`src/rtl/tes_defs.svh`:
```
// Offsets, field positions, reset values and constants of the edge shaper.
`ifndef TES_DEFS_SVH
`define TES_DEFS_SVH

// Register indices; the byte address is four times the index.
`define TES_IDX_SELECT     8'h2D
`define TES_IDX_TUNING     8'h2E
`define TES_IDX_DURATION   8'h2F
`define TES_IDX_RESIDUAL   8'h30
`define TES_IDX_STATUS     8'h3F
`define TES_ADDR_LSB       2
`define TES_ADDR_MSB       9

// Field positions.
`define TES_SEL_FALL       7:4
`define TES_SEL_RISE       3:0
`define TES_TUNE_FALL      6:4
`define TES_TUNE_RISE      2:0
`define TES_DUR_DOUBLE     7
`define TES_DUR_STATES     4:0

// Writable bit masks; the remaining bits are reserved and read as zero.
`define TES_MASK_TUNING    8'h77
`define TES_MASK_DURATION  8'h9F

// Reset values.
`define TES_RST_SELECT     8'h11
`define TES_RST_TUNING     8'h00
`define TES_RST_DURATION   8'h08
`define TES_RST_RESIDUAL   8'h20

// Style codes.
`define TES_STY_FW_ONE     4'h1
`define TES_STY_FW_TWO     4'h2
`define TES_STY_FW_THREE   4'h3
`define TES_STY_LUT_PLAIN  4'h4
`define TES_STY_LUT_CORR   4'h5
`define TES_STY_LUT_NOCORR 4'h6

// Amplitude levels and shaping constants.
`define TES_AMP_FULL       8'hFF
`define TES_PA_NOMINAL     8'h80
`define TES_KNEE_HALF      8'h80
`define TES_KNEE_THIRD     8'h55
`define TES_KNEE_TWO_THIRD 8'hAA
`define TES_TWO_BASE       8'h40
`define TES_TWO_SLOPE      8'h10
`define TES_THREE_BASE_A   8'h20
`define TES_THREE_BASE_B   8'h90
`define TES_THREE_SLOPE    8'h08
`define TES_LUT_TABLES     4
`define TES_LUT_POINTS     8

`endif

```
`src/rtl/tes_pkg.sv`:
```
// Types shared by the edge shaper.
`default_nettype none
package tes_pkg;

	typedef enum logic [1:0] {
		TES_HOLD_FULL,
		TES_FALLING,
		TES_HOLD_LOW,
		TES_RISING
	} tes_state_t;

	// Settings captured at the start of one edge.
	typedef struct packed {
		logic [3:0] style;
		logic [2:0] tune;
		logic       doubled;
		logic [4:0] states;
		logic [7:0] start_amp;
		logic [7:0] end_amp;
	} tes_edge_cfg_t;

endpackage : tes_pkg
`default_nettype wire

```
`src/rtl/tes_edge_shaper.sv`:
```
// Type B 424 kbit/s transmitter edge shaper with AHB-Lite register slave.
`timescale 1ns/100ps
`default_nettype none
`include "tes_defs.svh"

module tes_edge_shaper (
	input  wire logic        clk_in,
	input  wire logic        rst_in,
	input  wire logic        hsel_in,
	input  wire logic [31:0] haddr_in,
	input  wire logic [1:0]  htrans_in,
	input  wire logic        hwrite_in,
	input  wire logic [2:0]  hsize_in,
	input  wire logic        hready_in,
	input  wire logic [31:0] hwdata_in,
	output logic      [31:0] hrdata_out,
	output logic             hreadyout_out,
	output logic             hresp_out,
	input  wire logic        modulate_in,
	input  wire logic [7:0]  power_amp_supply_in,
	output logic      [7:0]  carrier_amplitude_out,
	output logic             edge_active_out,
	output logic             reserved_style_out
);

	logic [7:0] edge_shape_select_424_reg;
	logic [7:0] edge_shape_tuning_424_reg;
	logic [7:0] edge_duration_424_reg;
	logic [7:0] residual_carrier_level_848_reg;

	logic                  wr_pend_reg;
	logic [7:0]            wr_idx_reg;
	logic                  rd_fwd;
	logic [7:0]            addr_idx;
	logic                  addr_ok;
	logic [7:0]            rd_value;

	tes_pkg::tes_state_t   state_reg;
	tes_pkg::tes_edge_cfg_t cfg_reg;
	tes_pkg::tes_edge_cfg_t fall_cfg;
	tes_pkg::tes_edge_cfg_t rise_cfg;
	logic [4:0]            step_reg;
	logic                  half_reg;
	logic [4:0]            step_next;
	logic [4:0]            last_step;
	logic [7:0]            shape_frac;
	logic [7:0]            amp_next;
	logic                  step_done;

	// Table shapes, each ending at full scale so the edge lands on target.
	localparam logic [7:0] LUT [`TES_LUT_TABLES][`TES_LUT_POINTS] = '{
		'{8'h10, 8'h30, 8'h50, 8'h70, 8'h90, 8'hB0, 8'hD0, 8'hFF},
		'{8'h04, 8'h0C, 8'h1C, 8'h38, 8'h60, 8'h98, 8'hD8, 8'hFF},
		'{8'h40, 8'h80, 8'hA8, 8'hC4, 8'hD8, 8'hE8, 8'hF4, 8'hFF},
		'{8'h08, 8'h18, 8'h40, 8'h80, 8'hC0, 8'hE8, 8'hF8, 8'hFF}
	};

	function automatic logic [7:0] interp(input logic [7:0] p,
		input logic [7:0] p0, input logic [7:0] p1,
		input logic [7:0] f0, input logic [7:0] f1);
		logic [15:0] num;
		num = 16'((f1 - f0) * (p - p0));
		if (p1 == p0) begin
			interp = f1;
		end else begin
			interp = 8'(f0 + 8'(num / {8'h00, 8'(p1 - p0)}));
		end
	endfunction : interp

	function automatic logic [7:0] lin_shape(input logic [3:0] style,
		input logic [2:0] tc, input logic [7:0] p);
		logic [7:0] k1;
		logic [7:0] k2;
		k1 = 8'(`TES_THREE_BASE_A + tc * `TES_THREE_SLOPE);
		k2 = 8'(`TES_THREE_BASE_B + tc * `TES_THREE_SLOPE);
		case (style)
			`TES_STY_FW_TWO: begin
				if (p < `TES_KNEE_HALF) begin
					lin_shape = interp(p, 8'h00, `TES_KNEE_HALF, 8'h00,
						8'(`TES_TWO_BASE + tc * `TES_TWO_SLOPE));
				end else begin
					lin_shape = interp(p, `TES_KNEE_HALF, `TES_AMP_FULL,
						8'(`TES_TWO_BASE + tc * `TES_TWO_SLOPE),
						`TES_AMP_FULL);
				end
			end
			`TES_STY_FW_THREE: begin
				if (p < `TES_KNEE_THIRD) begin
					lin_shape = interp(p, 8'h00, `TES_KNEE_THIRD, 8'h00, k1);
				end else if (p < `TES_KNEE_TWO_THIRD) begin
					lin_shape = interp(p, `TES_KNEE_THIRD,
						`TES_KNEE_TWO_THIRD, k1, k2);
				end else begin
					lin_shape = interp(p, `TES_KNEE_TWO_THIRD,
						`TES_AMP_FULL, k2, `TES_AMP_FULL);
				end
			end
			default: begin
				lin_shape = p;
			end
		endcase
	endfunction : lin_shape

	// Scales a table value by nominal over actual amplifier supply.
	function automatic logic [7:0] adapt(input logic [7:0] f,
		input logic [7:0] supply);
		logic [15:0] q;
		q = 16'h0000;
		if (supply != 8'h00) begin
			q = 16'(16'(f) * 16'(`TES_PA_NOMINAL));
			q = 16'(q / {8'h00, supply});
		end
		if (supply == 8'h00) begin
			adapt = f;
		end else if (q > 16'(`TES_AMP_FULL)) begin
			adapt = `TES_AMP_FULL;
		end else begin
			adapt = q[7:0];
		end
	endfunction : adapt

	function automatic logic [7:0] mix(input logic [7:0] a,
		input logic [7:0] b, input logic [7:0] f);
		logic [15:0] d;
		if (b >= a) begin
			d = 16'((b - a) * f);
			mix = 8'(a + 8'(d / 16'(`TES_AMP_FULL)));
		end else begin
			d = 16'((a - b) * f);
			mix = 8'(a - 8'(d / 16'(`TES_AMP_FULL)));
		end
	endfunction : mix

	function automatic logic reserved_code(input logic [3:0] s);
		reserved_code = (s < `TES_STY_FW_ONE) || (s > `TES_STY_LUT_NOCORR);
	endfunction : reserved_code

	// Bus decode: one aligned word per register, byte address is 4 x index.
	assign addr_idx = haddr_in[`TES_ADDR_MSB:`TES_ADDR_LSB];
	assign addr_ok  = (haddr_in[31:`TES_ADDR_MSB+1] == '0)
		&& (haddr_in[1:0] == 2'h0);
	assign rd_fwd   = wr_pend_reg && (wr_idx_reg == addr_idx);

	always_comb begin
		case (addr_idx)
			`TES_IDX_SELECT:   rd_value = edge_shape_select_424_reg;
			`TES_IDX_TUNING:   rd_value = edge_shape_tuning_424_reg;
			`TES_IDX_DURATION: rd_value = edge_duration_424_reg;
			`TES_IDX_RESIDUAL: rd_value = residual_carrier_level_848_reg;
			default:           rd_value = 8'h00;
		endcase
		if (rd_fwd) begin
			case (addr_idx)
				`TES_IDX_TUNING:
					rd_value = hwdata_in[7:0] & `TES_MASK_TUNING;
				`TES_IDX_DURATION:
					rd_value = hwdata_in[7:0] & `TES_MASK_DURATION;
				`TES_IDX_SELECT, `TES_IDX_RESIDUAL:
					rd_value = hwdata_in[7:0];
				default:
					rd_value = 8'h00;
			endcase
		end
	end

	always_ff @(posedge clk_in) begin
		if (rst_in) begin
			wr_pend_reg <= 1'b0;
			wr_idx_reg  <= 8'h00;
		end else if (hready_in) begin
			wr_pend_reg <= hsel_in && htrans_in[1] && hwrite_in && addr_ok;
			wr_idx_reg  <= addr_idx;
		end
	end

	always_ff @(posedge clk_in) begin
		if (rst_in) begin
			hrdata_out <= 32'h0000_0000;
		end else if (hready_in && hsel_in && htrans_in[1] && !hwrite_in) begin
			if (!addr_ok) begin
				hrdata_out <= 32'h0000_0000;
			end else if (addr_idx == `TES_IDX_STATUS) begin
				hrdata_out <= {16'h0000, carrier_amplitude_out, 3'h0,
					reserved_style_out, edge_active_out, 1'b0, state_reg};
			end else begin
				hrdata_out <= {24'h00_0000, rd_value};
			end
		end
	end

	always_ff @(posedge clk_in) begin
		if (rst_in) begin
			hreadyout_out <= 1'b0;
			hresp_out     <= 1'b0;
		end else begin
			hreadyout_out <= 1'b1;
			hresp_out     <= 1'b0;
		end
	end

	always_ff @(posedge clk_in) begin
		if (rst_in) begin
			edge_shape_select_424_reg      <= `TES_RST_SELECT;
			edge_shape_tuning_424_reg      <= `TES_RST_TUNING;
			edge_duration_424_reg          <= `TES_RST_DURATION;
			residual_carrier_level_848_reg <= `TES_RST_RESIDUAL;
		end else if (wr_pend_reg) begin
			case (wr_idx_reg)
				`TES_IDX_SELECT:
					edge_shape_select_424_reg <= hwdata_in[7:0];
				`TES_IDX_TUNING:
					edge_shape_tuning_424_reg <=
						hwdata_in[7:0] & `TES_MASK_TUNING;
				`TES_IDX_DURATION:
					edge_duration_424_reg <=
						hwdata_in[7:0] & `TES_MASK_DURATION;
				`TES_IDX_RESIDUAL:
					residual_carrier_level_848_reg <= hwdata_in[7:0];
				default: begin
				end
			endcase
		end
	end

	// Edge settings as they would be captured at the start of each edge.
	always_comb begin
		fall_cfg.style     = edge_shape_select_424_reg[`TES_SEL_FALL];
		fall_cfg.tune      = edge_shape_tuning_424_reg[`TES_TUNE_FALL];
		fall_cfg.doubled   = edge_duration_424_reg[`TES_DUR_DOUBLE];
		fall_cfg.states    = edge_duration_424_reg[`TES_DUR_STATES];
		fall_cfg.start_amp = carrier_amplitude_out;
		fall_cfg.end_amp   = residual_carrier_level_848_reg;
		rise_cfg           = fall_cfg;
		rise_cfg.style     = edge_shape_select_424_reg[`TES_SEL_RISE];
		rise_cfg.tune      = edge_shape_tuning_424_reg[`TES_TUNE_RISE];
		rise_cfg.end_amp   = `TES_AMP_FULL;
	end

	// A state count of zero still runs one state.
	assign last_step = (cfg_reg.states == 5'h00) ? 5'h01 : cfg_reg.states;
	assign step_next = 5'(step_reg + 5'h01);
	assign step_done = !cfg_reg.doubled || half_reg;

	always_comb begin
		logic [7:0] p;
		logic [7:0] t;
		p = 8'(13'({step_next, 8'h00} - {8'h00, step_next})
			/ 13'({8'h00, last_step}));
		t = LUT[cfg_reg.tune[1:0]][p[7:5]];
		case (cfg_reg.style)
			`TES_STY_FW_ONE, `TES_STY_FW_TWO, `TES_STY_FW_THREE:
				shape_frac = lin_shape(cfg_reg.style, cfg_reg.tune, p);
			`TES_STY_LUT_PLAIN:
				shape_frac = t;
			`TES_STY_LUT_CORR: begin
				shape_frac = (step_next >= last_step) ? `TES_AMP_FULL
					: adapt(t, power_amp_supply_in);
			end
			`TES_STY_LUT_NOCORR:
				shape_frac = adapt(t, power_amp_supply_in);
			default:
				shape_frac = `TES_AMP_FULL;
		endcase
		amp_next = mix(cfg_reg.start_amp, cfg_reg.end_amp, shape_frac);
	end

	always_ff @(posedge clk_in) begin
		if (rst_in) begin
			state_reg             <= tes_pkg::TES_HOLD_FULL;
			cfg_reg               <= '0;
			step_reg              <= 5'h00;
			half_reg              <= 1'b0;
			carrier_amplitude_out <= `TES_AMP_FULL;
			edge_active_out       <= 1'b0;
		end else begin
			case (state_reg)
				tes_pkg::TES_HOLD_FULL: begin
					if (modulate_in) begin
						cfg_reg         <= fall_cfg;
						step_reg        <= 5'h00;
						half_reg        <= 1'b0;
						edge_active_out <= 1'b1;
						state_reg       <= tes_pkg::TES_FALLING;
					end
				end
				tes_pkg::TES_HOLD_LOW: begin
					if (!modulate_in) begin
						cfg_reg         <= rise_cfg;
						step_reg        <= 5'h00;
						half_reg        <= 1'b0;
						edge_active_out <= 1'b1;
						state_reg       <= tes_pkg::TES_RISING;
					end
				end
				tes_pkg::TES_FALLING, tes_pkg::TES_RISING: begin
					half_reg <= cfg_reg.doubled && !half_reg;
					if (step_done) begin
						carrier_amplitude_out <= amp_next;
						step_reg              <= step_next;
						if (step_next >= last_step ||
							reserved_code(cfg_reg.style)) begin
							edge_active_out <= 1'b0;
							state_reg <= (state_reg == tes_pkg::TES_FALLING)
								? tes_pkg::TES_HOLD_LOW
								: tes_pkg::TES_HOLD_FULL;
						end
					end
				end
				default: begin
					state_reg <= tes_pkg::TES_HOLD_FULL;
				end
			endcase
		end
	end

	// Flags that the edge in progress, or the last one, used a reserved code.
	always_ff @(posedge clk_in) begin
		if (rst_in) begin
			reserved_style_out <= 1'b0;
		end else if (state_reg == tes_pkg::TES_HOLD_FULL && modulate_in) begin
			reserved_style_out <= reserved_code(fall_cfg.style);
		end else if (state_reg == tes_pkg::TES_HOLD_LOW && !modulate_in) begin
			reserved_style_out <= reserved_code(rise_cfg.style);
		end
	end

endmodule : tes_edge_shaper
`default_nettype wire

```
`config.mk`:
```
export PLATFORM = sky130hd
export DESIGN_NAME = tes_edge_shaper
export DESIGN_NICKNAME = d
export VERILOG_FILES = /design/src/rtl/tes_pkg.sv /design/src/rtl/tes_edge_shaper.sv
export VERILOG_INCLUDE_DIRS = /design/src /design/src/rtl
export SDC_FILE = /design/constraint.sdc
export NUM_CORES = 2
export LEC_CHECK = 0
export ABC_AREA = 1
export ABC_CLOCK_PERIOD_IN_PS = 51900
export BUFFER_PORTS_ARGS = -buffer_cell sky130_fd_sc_hd__buf_2
export CAP_MARGIN = 20
export CORE_UTILIZATION = 40
export CTS_CLUSTER_SIZE = 30
export DETAILED_ROUTE_END_ITERATION = 12
export PLACE_DENSITY = 0.65
export RECOVER_POWER = 25
export SKIP_CTS_REPAIR_TIMING = 1
export SYNTH_ARGS = -nofsm -noshare
export SYNTH_HDL_FRONTEND = slang
export SYNTH_SLANG_ARGS = --single-unit
```
`constraint.sdc`:
```
create_clock -name clk_in -period 51.9 [get_ports clk_in]
set_clock_uncertainty 0.05 [all_clocks]
set_input_delay 7.785 -clock clk_in [delete_from_list [all_inputs] [get_ports clk_in]]
set_output_delay 7.785 -clock clk_in [all_outputs]
set_load 0.02 [all_outputs]
```
Word-level counts from Yosys, hierarchy flattened --
Cells that the tools add are included.
Operators by class: add/sub/neg operators 18, $mul 7, divide/modulo/power cells 8, $lt $le $gt $ge 15, eq/ne operators 23, shift operators 0, muxes and demuxes 50, bitwise gates (word level) 2, reduce and logical (&&, ||, !) cells 40
Operators with widths (count):
- $bmux W64 S2 | 1
- $mux W64 | 2
- $mux W8 | 12
- $mul A9 B9 Y16 | 5
- $mux W16 | 5
- $eq A8 B6 Y1 const B | 9
- $div A16 B7 Y16 const B | 4
- $pmux W8 S4 | 2
- $mux W29 | 2
- $pmux W29 S2 | 1
- $div A16 B8 Y16 const B | 2
- $gt A16 B8 Y1 const B | 2
- $add A8 B8 Y8 | 3
- $bmux W8 S3 | 1
- $pmux W8 S3 | 1
- $logic_not A22 Y1 | 1
- $mux W5 | 4
- $sub A8 B8 Y9 | 2
- $sub A8 B8 Y9 const A | 2
- $sub A8 B8 Y9 const B | 2
- $div A15 B8 Y16 | 1
- $lt A8 B8 Y1 const B | 2
- $pmux W8 S2 | 1
- $mul A7 B8 Y15 | 1
- other kinds (45) | 95
Storage, ports and cells: bits in registers 117, bits in latches 0, memory bits (writable) 0, memory bits (read-only) 0, output and inout bits 44, logic and storage cells 183, memories 0

Logic depth before layout (Yosys ltp) --
depth in word-level cells 19, depth in mapped cells 361

Least setup slack after synthesis --
Ideal clock, no wire load.
kind flip-flop to flip-flop, from register cfg_reg[18] in the netlist's numbering, to register carrier_amplitude_out[7], data arrival time 46.379 ns, data required time 51.735 ns, slack 5.357 ns, cell stages (with the launch flop) 341, clock period less this slack 46.543 ns, cell sequence dfxtp_1 -> inv_2 -> nand2_1 -> o21ai_0 -> inv_1 -> ha_1 -> inv_1 -> nand2_1 -> nand4_1 -> inv_1 -> nand2_1 -> nand2_1 -> ha_1 -> o21ai_1 -> nand2_1 -> nand3_1 -> or2_2 -> nand2_1 -> [305 not listed] -> nand2_2 -> a21oi_2 -> ha_1 -> xor2_1 -> o21ai_0 -> ha_1 -> nand3_1 -> and2_1 -> or2_2 -> nand2_1 -> a21oi_1 -> nor2_1 -> nor2_1 -> o21bai_1 -> xor2_1 -> nand3_1 -> nand3_1 -> nand2_1
On the way: word-level cells in the longest chain between the ends 19
Ends and longest elaborated chain:
- start, declared | line tes_edge_shaper.sv:39 | tes_pkg::tes_edge_cfg_t cfg_reg;
- start signal, assigned | line tes_edge_shaper.sv:279 | cfg_reg <= fall_cfg;
- start signal, assigned | line tes_edge_shaper.sv:288 | cfg_reg <= rise_cfg;
- $logic_not A5 Y1 | line tes_edge_shaper.sv:240 | assign last_step = (cfg_reg.states == 5'h00) ? 5'h01 : cfg_reg.states;
- $mux W5 (*) | line tes_edge_shaper.sv:240
- parallel branches: the longest is 12 deep, another holds $mul A9 B9 Y16
- $pmux W8 S4 (*) | line tes_edge_shaper.sv:250 | case (cfg_reg.style)
- $mul A9 B9 Y16 (on tied branches) | line tes_edge_shaper.sv:129, tes_edge_shaper.sv:126
- $div A16 B8 Y16 (on tied branches) | line tes_edge_shaper.sv:130, tes_edge_shaper.sv:127
- $sub A8 B8 Y8 / $add A8 B8 Y8 (equally long branches) | line tes_edge_shaper.sv:130, tes_edge_shaper.sv:127
- $mux W8 (*) | line tes_edge_shaper.sv:125 | if (b >= a) begin
- end signal, assigned | line tes_edge_shaper.sv:273 | carrier_amplitude_out <= `TES_AMP_FULL;
- end signal, assigned | line tes_edge_shaper.sv:298 | carrier_amplitude_out <= amp_next;
- end, declared | line tes_edge_shaper.sv:21 | output logic [7:0] carrier_amplitude_out,
Every way passes the cells marked *. The select of a mux whose other input is x is not followed. A chain may end at the register's enable or synchronous reset.

Worst setup path in the final report --
from register step_reg[1], to register carrier_amplitude_out[7]
On the way: word-level cells in the longest chain between the ends 19
Ends and longest elaborated chain:
- start, declared | line tes_edge_shaper.sv:42 | logic [4:0] step_reg;
- start signal, assigned | line tes_edge_shaper.sv:299 | step_reg <= step_next;
- $add A5 B1 Y5 (*) | line tes_edge_shaper.sv:241 | assign step_next = 5'(step_reg + 5'h01);
- parallel branches: the longest is 13 deep, another holds $mul A9 B9 Y16
- $pmux W8 S4 (*) | line tes_edge_shaper.sv:250
- $mul A9 B9 Y16 (on tied branches) | line tes_edge_shaper.sv:129, tes_edge_shaper.sv:126
- $div A16 B8 Y16 (on tied branches) | line tes_edge_shaper.sv:130, tes_edge_shaper.sv:127
- $sub A8 B8 Y8 / $add A8 B8 Y8 (equally long branches) | line tes_edge_shaper.sv:130, tes_edge_shaper.sv:127
- $mux W8 (*) | line tes_edge_shaper.sv:125
Marked as above.

==> metrics.log <==
[metrics] status: finished, violations left
[metrics] failing checks: capacitance limit, slew limit
[metrics] half-perimeter wire length after detailed placement: about 81000 um
[metrics] Netlist Area Pre-Place: 38480 um2
[metrics] headroom to the max-slew limit: -0.1287
[metrics] Max H-tree Level: 3
[metrics] global-route wire length before repair: approximately 160000 um
[metrics] kind of capture point of the worst setup path: flip-flop
[metrics] count of vias placed by the detailed router: between 30000 and 40000
[metrics] number of nets still failing antenna checks after routing: 0
[metrics] kind of critical path: flip-flop to flip-flop
[metrics] die boundary height: between 300 and 400 um
[metrics] final worst setup slack: 4.743 ns
[metrics] Synth area leaders: ha_1, nand2_1, fa_1, inv_1, dfxtp_1
[metrics] adder and majority cell fraction of the synthesized area: 0.2696
[metrics] Largest register FFs: 29
[metrics] register area share after synthesis: 0.05255
[metrics] root buffer selected by CTS: clkbuf_16
[metrics] count of flip-flops with a built-in enable after synthesis: 0
[metrics] count of non-filler cells in the finished layout: approximately 7400
[metrics] placeable core region: around 95000 um2
[metrics] fraction of final layout cells sized beyond drive strength 1: 0.1108
[metrics] most instantiated flip-flop cell in the synthesis netlist: dfxtp_1
[metrics] grt total ovfl: 0
[metrics] Avg Inst Size Synth: roughly 6.4 um2
[metrics] floorplan die width: ~310 um
[metrics] fraction of the mapped netlist area in compound gates: 0.1387
[metrics] number of storage elements in the synthesis netlist: around 100
[metrics] mean routed wirelength per cell: 13.18 um
[metrics] count of buffers from port buffering: around 80
[metrics] share of Yosys cell area claimed by the top area cell type: 0.1577
[metrics] Net count, final: 6891
[metrics] area share of xor/xnor cells in the synthesized design: 0.07369
[metrics] slew at the pin closest to its max-slew limit: around 1.7 ns
[metrics] Hold WC Path Type: flip-flop to flip-flop
[metrics] Async SR Flop Fraction: 0
[metrics] IO Pins: 127
[metrics] library cell occupying the most area in the post-synthesis netlist: ha_1
[metrics] synth-to-layout area growth: 6.650%
[metrics] summed area of non-filler cells in the final layout: 41030 um2
[metrics] f_max: 21.21 MHz
[metrics] critical path startpoint category: flip-flop
[metrics] number of diodes added for antenna fixing: 0
[metrics] First-pass DRT Iterations: 5
[metrics] Req. time, crit path: 52.10 ns
[metrics] wire length reported by the detailed router: roughly 100000 um
[metrics] initial antenna violation count: 4
[metrics] Slew Limit Fails: 43
[metrics] met2 routed WL: ~44000 um
[metrics] max-cap viol count: 1
[metrics] Critical Path AT: between 40 and 50 ns
[metrics] die area: around 97000 um2
[metrics] simple-gate share of the synthesized area: 0.3317
[metrics] pin count of the biggest net entering global routing: 58
[metrics] clock-pin transition on the worst setup and hold timing paths: approximately 0.070 ns
[metrics] most frequent cell on the critical path: nand2_1
[metrics] Slowest Stage Delay on Critical Path: 0.53 ns
[metrics] count of endpoints failing hold in the final timing report: 0
[metrics] final cycle utilization of the critical path: 0.9086
[metrics] cell count after placement: around 7300
[metrics] met3 routed WL: 4049 um
[metrics] maximum fanout along the worst path: 15
[metrics] post-layout min period: 47.16 ns
[metrics] effective utilization at floorplan: 0.4044
[metrics] Fill cells: around 10000
[metrics] highest-delay cell along the critical path: fa_1
[metrics] DRT iter0 DRCs: between 2000 and 2500
[metrics] endpoints failing setup: 0
[metrics] total track usage: 0.1944
[metrics] number of clock sinks seen by CTS: 101
[metrics] number of global-route vias before repair: about 35000
[metrics] post-DR vias/cell: between 5 and 6
[metrics] post-placement setup slack: just under 0.6 ns
[metrics] insertion delay to the later sink of the worst-skew pair: 0.36 ns
[metrics] Placement Cell Area: 40140 um2
[metrics] number of warnings issued by yosys: 0
[metrics] combinational family with the most area after synthesis: simple AND/OR/NAND/NOR gates
[metrics] Inserted Clock Buffers: 9
[metrics] clock tree from TritonCTS: done
[metrics] maximum clock path buffer count: 2
[metrics] unique cell type count in the Yosys netlist: 85
[metrics] total DRC errors in the routed layout: 0
[metrics] M1 WL: 47490 um
[metrics] gate count after technology mapping: around 6000
[metrics] highest routed layer: met5
[metrics] standard-cell row count: roughly 110
[metrics] final RePlAce weighted congestion: approximately 0.90
[metrics] mux contribution to synthesized area: 0
==> through the flow <==
stage          utilization  hold WS [ns]  setup TNS [ns]
2_1_floorplan            -        0.3735               0
3_3_place_gp        0.4217        0.3862               0
3_5_place_dp        0.4219        0.3994               0
4_1_cts             0.4247        0.4091               0
5_1_grt             0.4312        0.4411         -0.1530
6_report            0.4312        0.4154               0
==> cell usage in the layout (no fill, tap or decap), types with 19 or more instances in the layout <==
cell type,n
nor2_4,22
buf_4,72
nor3_1,47
ha_1,481
nand2_2,145
xnor2_1,87
nor2_1,481
or2_2,29
a31oi_1,23
dfxtp_1,98
a21oi_1,264
o21ai_2,24
conb_1,22
a21o_1,33
clkbuf_1,20
nand2_1,1349
nor2_2,31
inv_2,78
o21bai_1,35
nand3_2,39
nand2_4,41
nand3_4,19
nor4_1,23
xor2_1,227
nand3_1,356
o21ai_1,62
inv_1,1057
o21ai_0,304
o211ai_1,40
fa_1,215
buf_2,63
nand4_1,87
==> cell usage after synthesis, drive strengths merged (2+ instances only) <==
library cell	number
a211oi	17
o21a	7
o22ai	11
a21oi	287
a21boi	5
clkbuf	67
and2	11
o21ai	395
a31o	3
clkinv	13
nor3	52
fa	215
o221ai	4
a221oi	16
conb	2
nor2	538
dfxtp	101
o311ai	3
or2	36
nand4	94
o31ai	8
xor2	232
a2111oi	2
a31oi	24
nor4	24
ha	485
inv	1146
or3	3
o2111ai	4
nand3	414
a221o	3
a21o	33
nand2	1538
o21bai	41
nor3b	3
nand3b	14
buf	49
o211ai	41
xnor2	87
==> worst paths after layout <==
| path | depth (start not counted) | slack, ns | to | from |
|---|---|---|---|---|
| worst max register to register | 330 | 4.74 | carrier_amplitude_out[7] | step_reg[1] |
| worst min register to register | 2 | 0.42 | cfg_reg[21] | cfg_reg[21] |
| worst min-delay path | 2 | 0.42 | cfg_reg[21] | cfg_reg[21] |
| worst max-delay path | 330 | 4.74 | carrier_amplitude_out[7] | step_reg[1] |
==> cell families after synthesis <==
family	after synthesis
DFF	101
buffers and inverters	1279
AOI/OAI and AO/OA	909
adders and majority gates	700
other	2
xor gates and xnor gates	319
and+or+nand+nor	2728
==> worst max-delay path, delay by kind of cell (launching register included) <==
family	cells	cell delay (ns)
AOI/OAI and AO/OA	106	15.42
xor gates and xnor gates	3	0.58
adders and majority gates	33	10.12
buffers and inverters	42	4.02
DFF	1	0.40
and+or+nand+nor	146	16.20
==> metal layers <==
layer  vias up  GRT usage
li1      19419          -
met1     17112     0.2721
met2       700     0.3284
met3       115    0.01194
met4         2    0.03877
met5         -          0
==> layout make-up <==
class / instances / area [um2] / area share
timing repair inverter: 1 / 5.005 / 0.0001220
clock inverter: 4 / 25.02 / 0.0006098
tap: 1265 / 1583 / 0.03857
timing repair buffer: 156 / 952.2 / 0.02320
clock buffer: 11 / 242.7 / 0.005915
inverter: 1159 / 4395 / 0.1071
multi-input combinational: 4680 / 31800 / 0.7750
sequential: 101 / 2031 / 0.04949
Power is left out: the tool's default activity adds up to more than one toggle a clock period on the data nets, which glitch-free logic cannot reach.
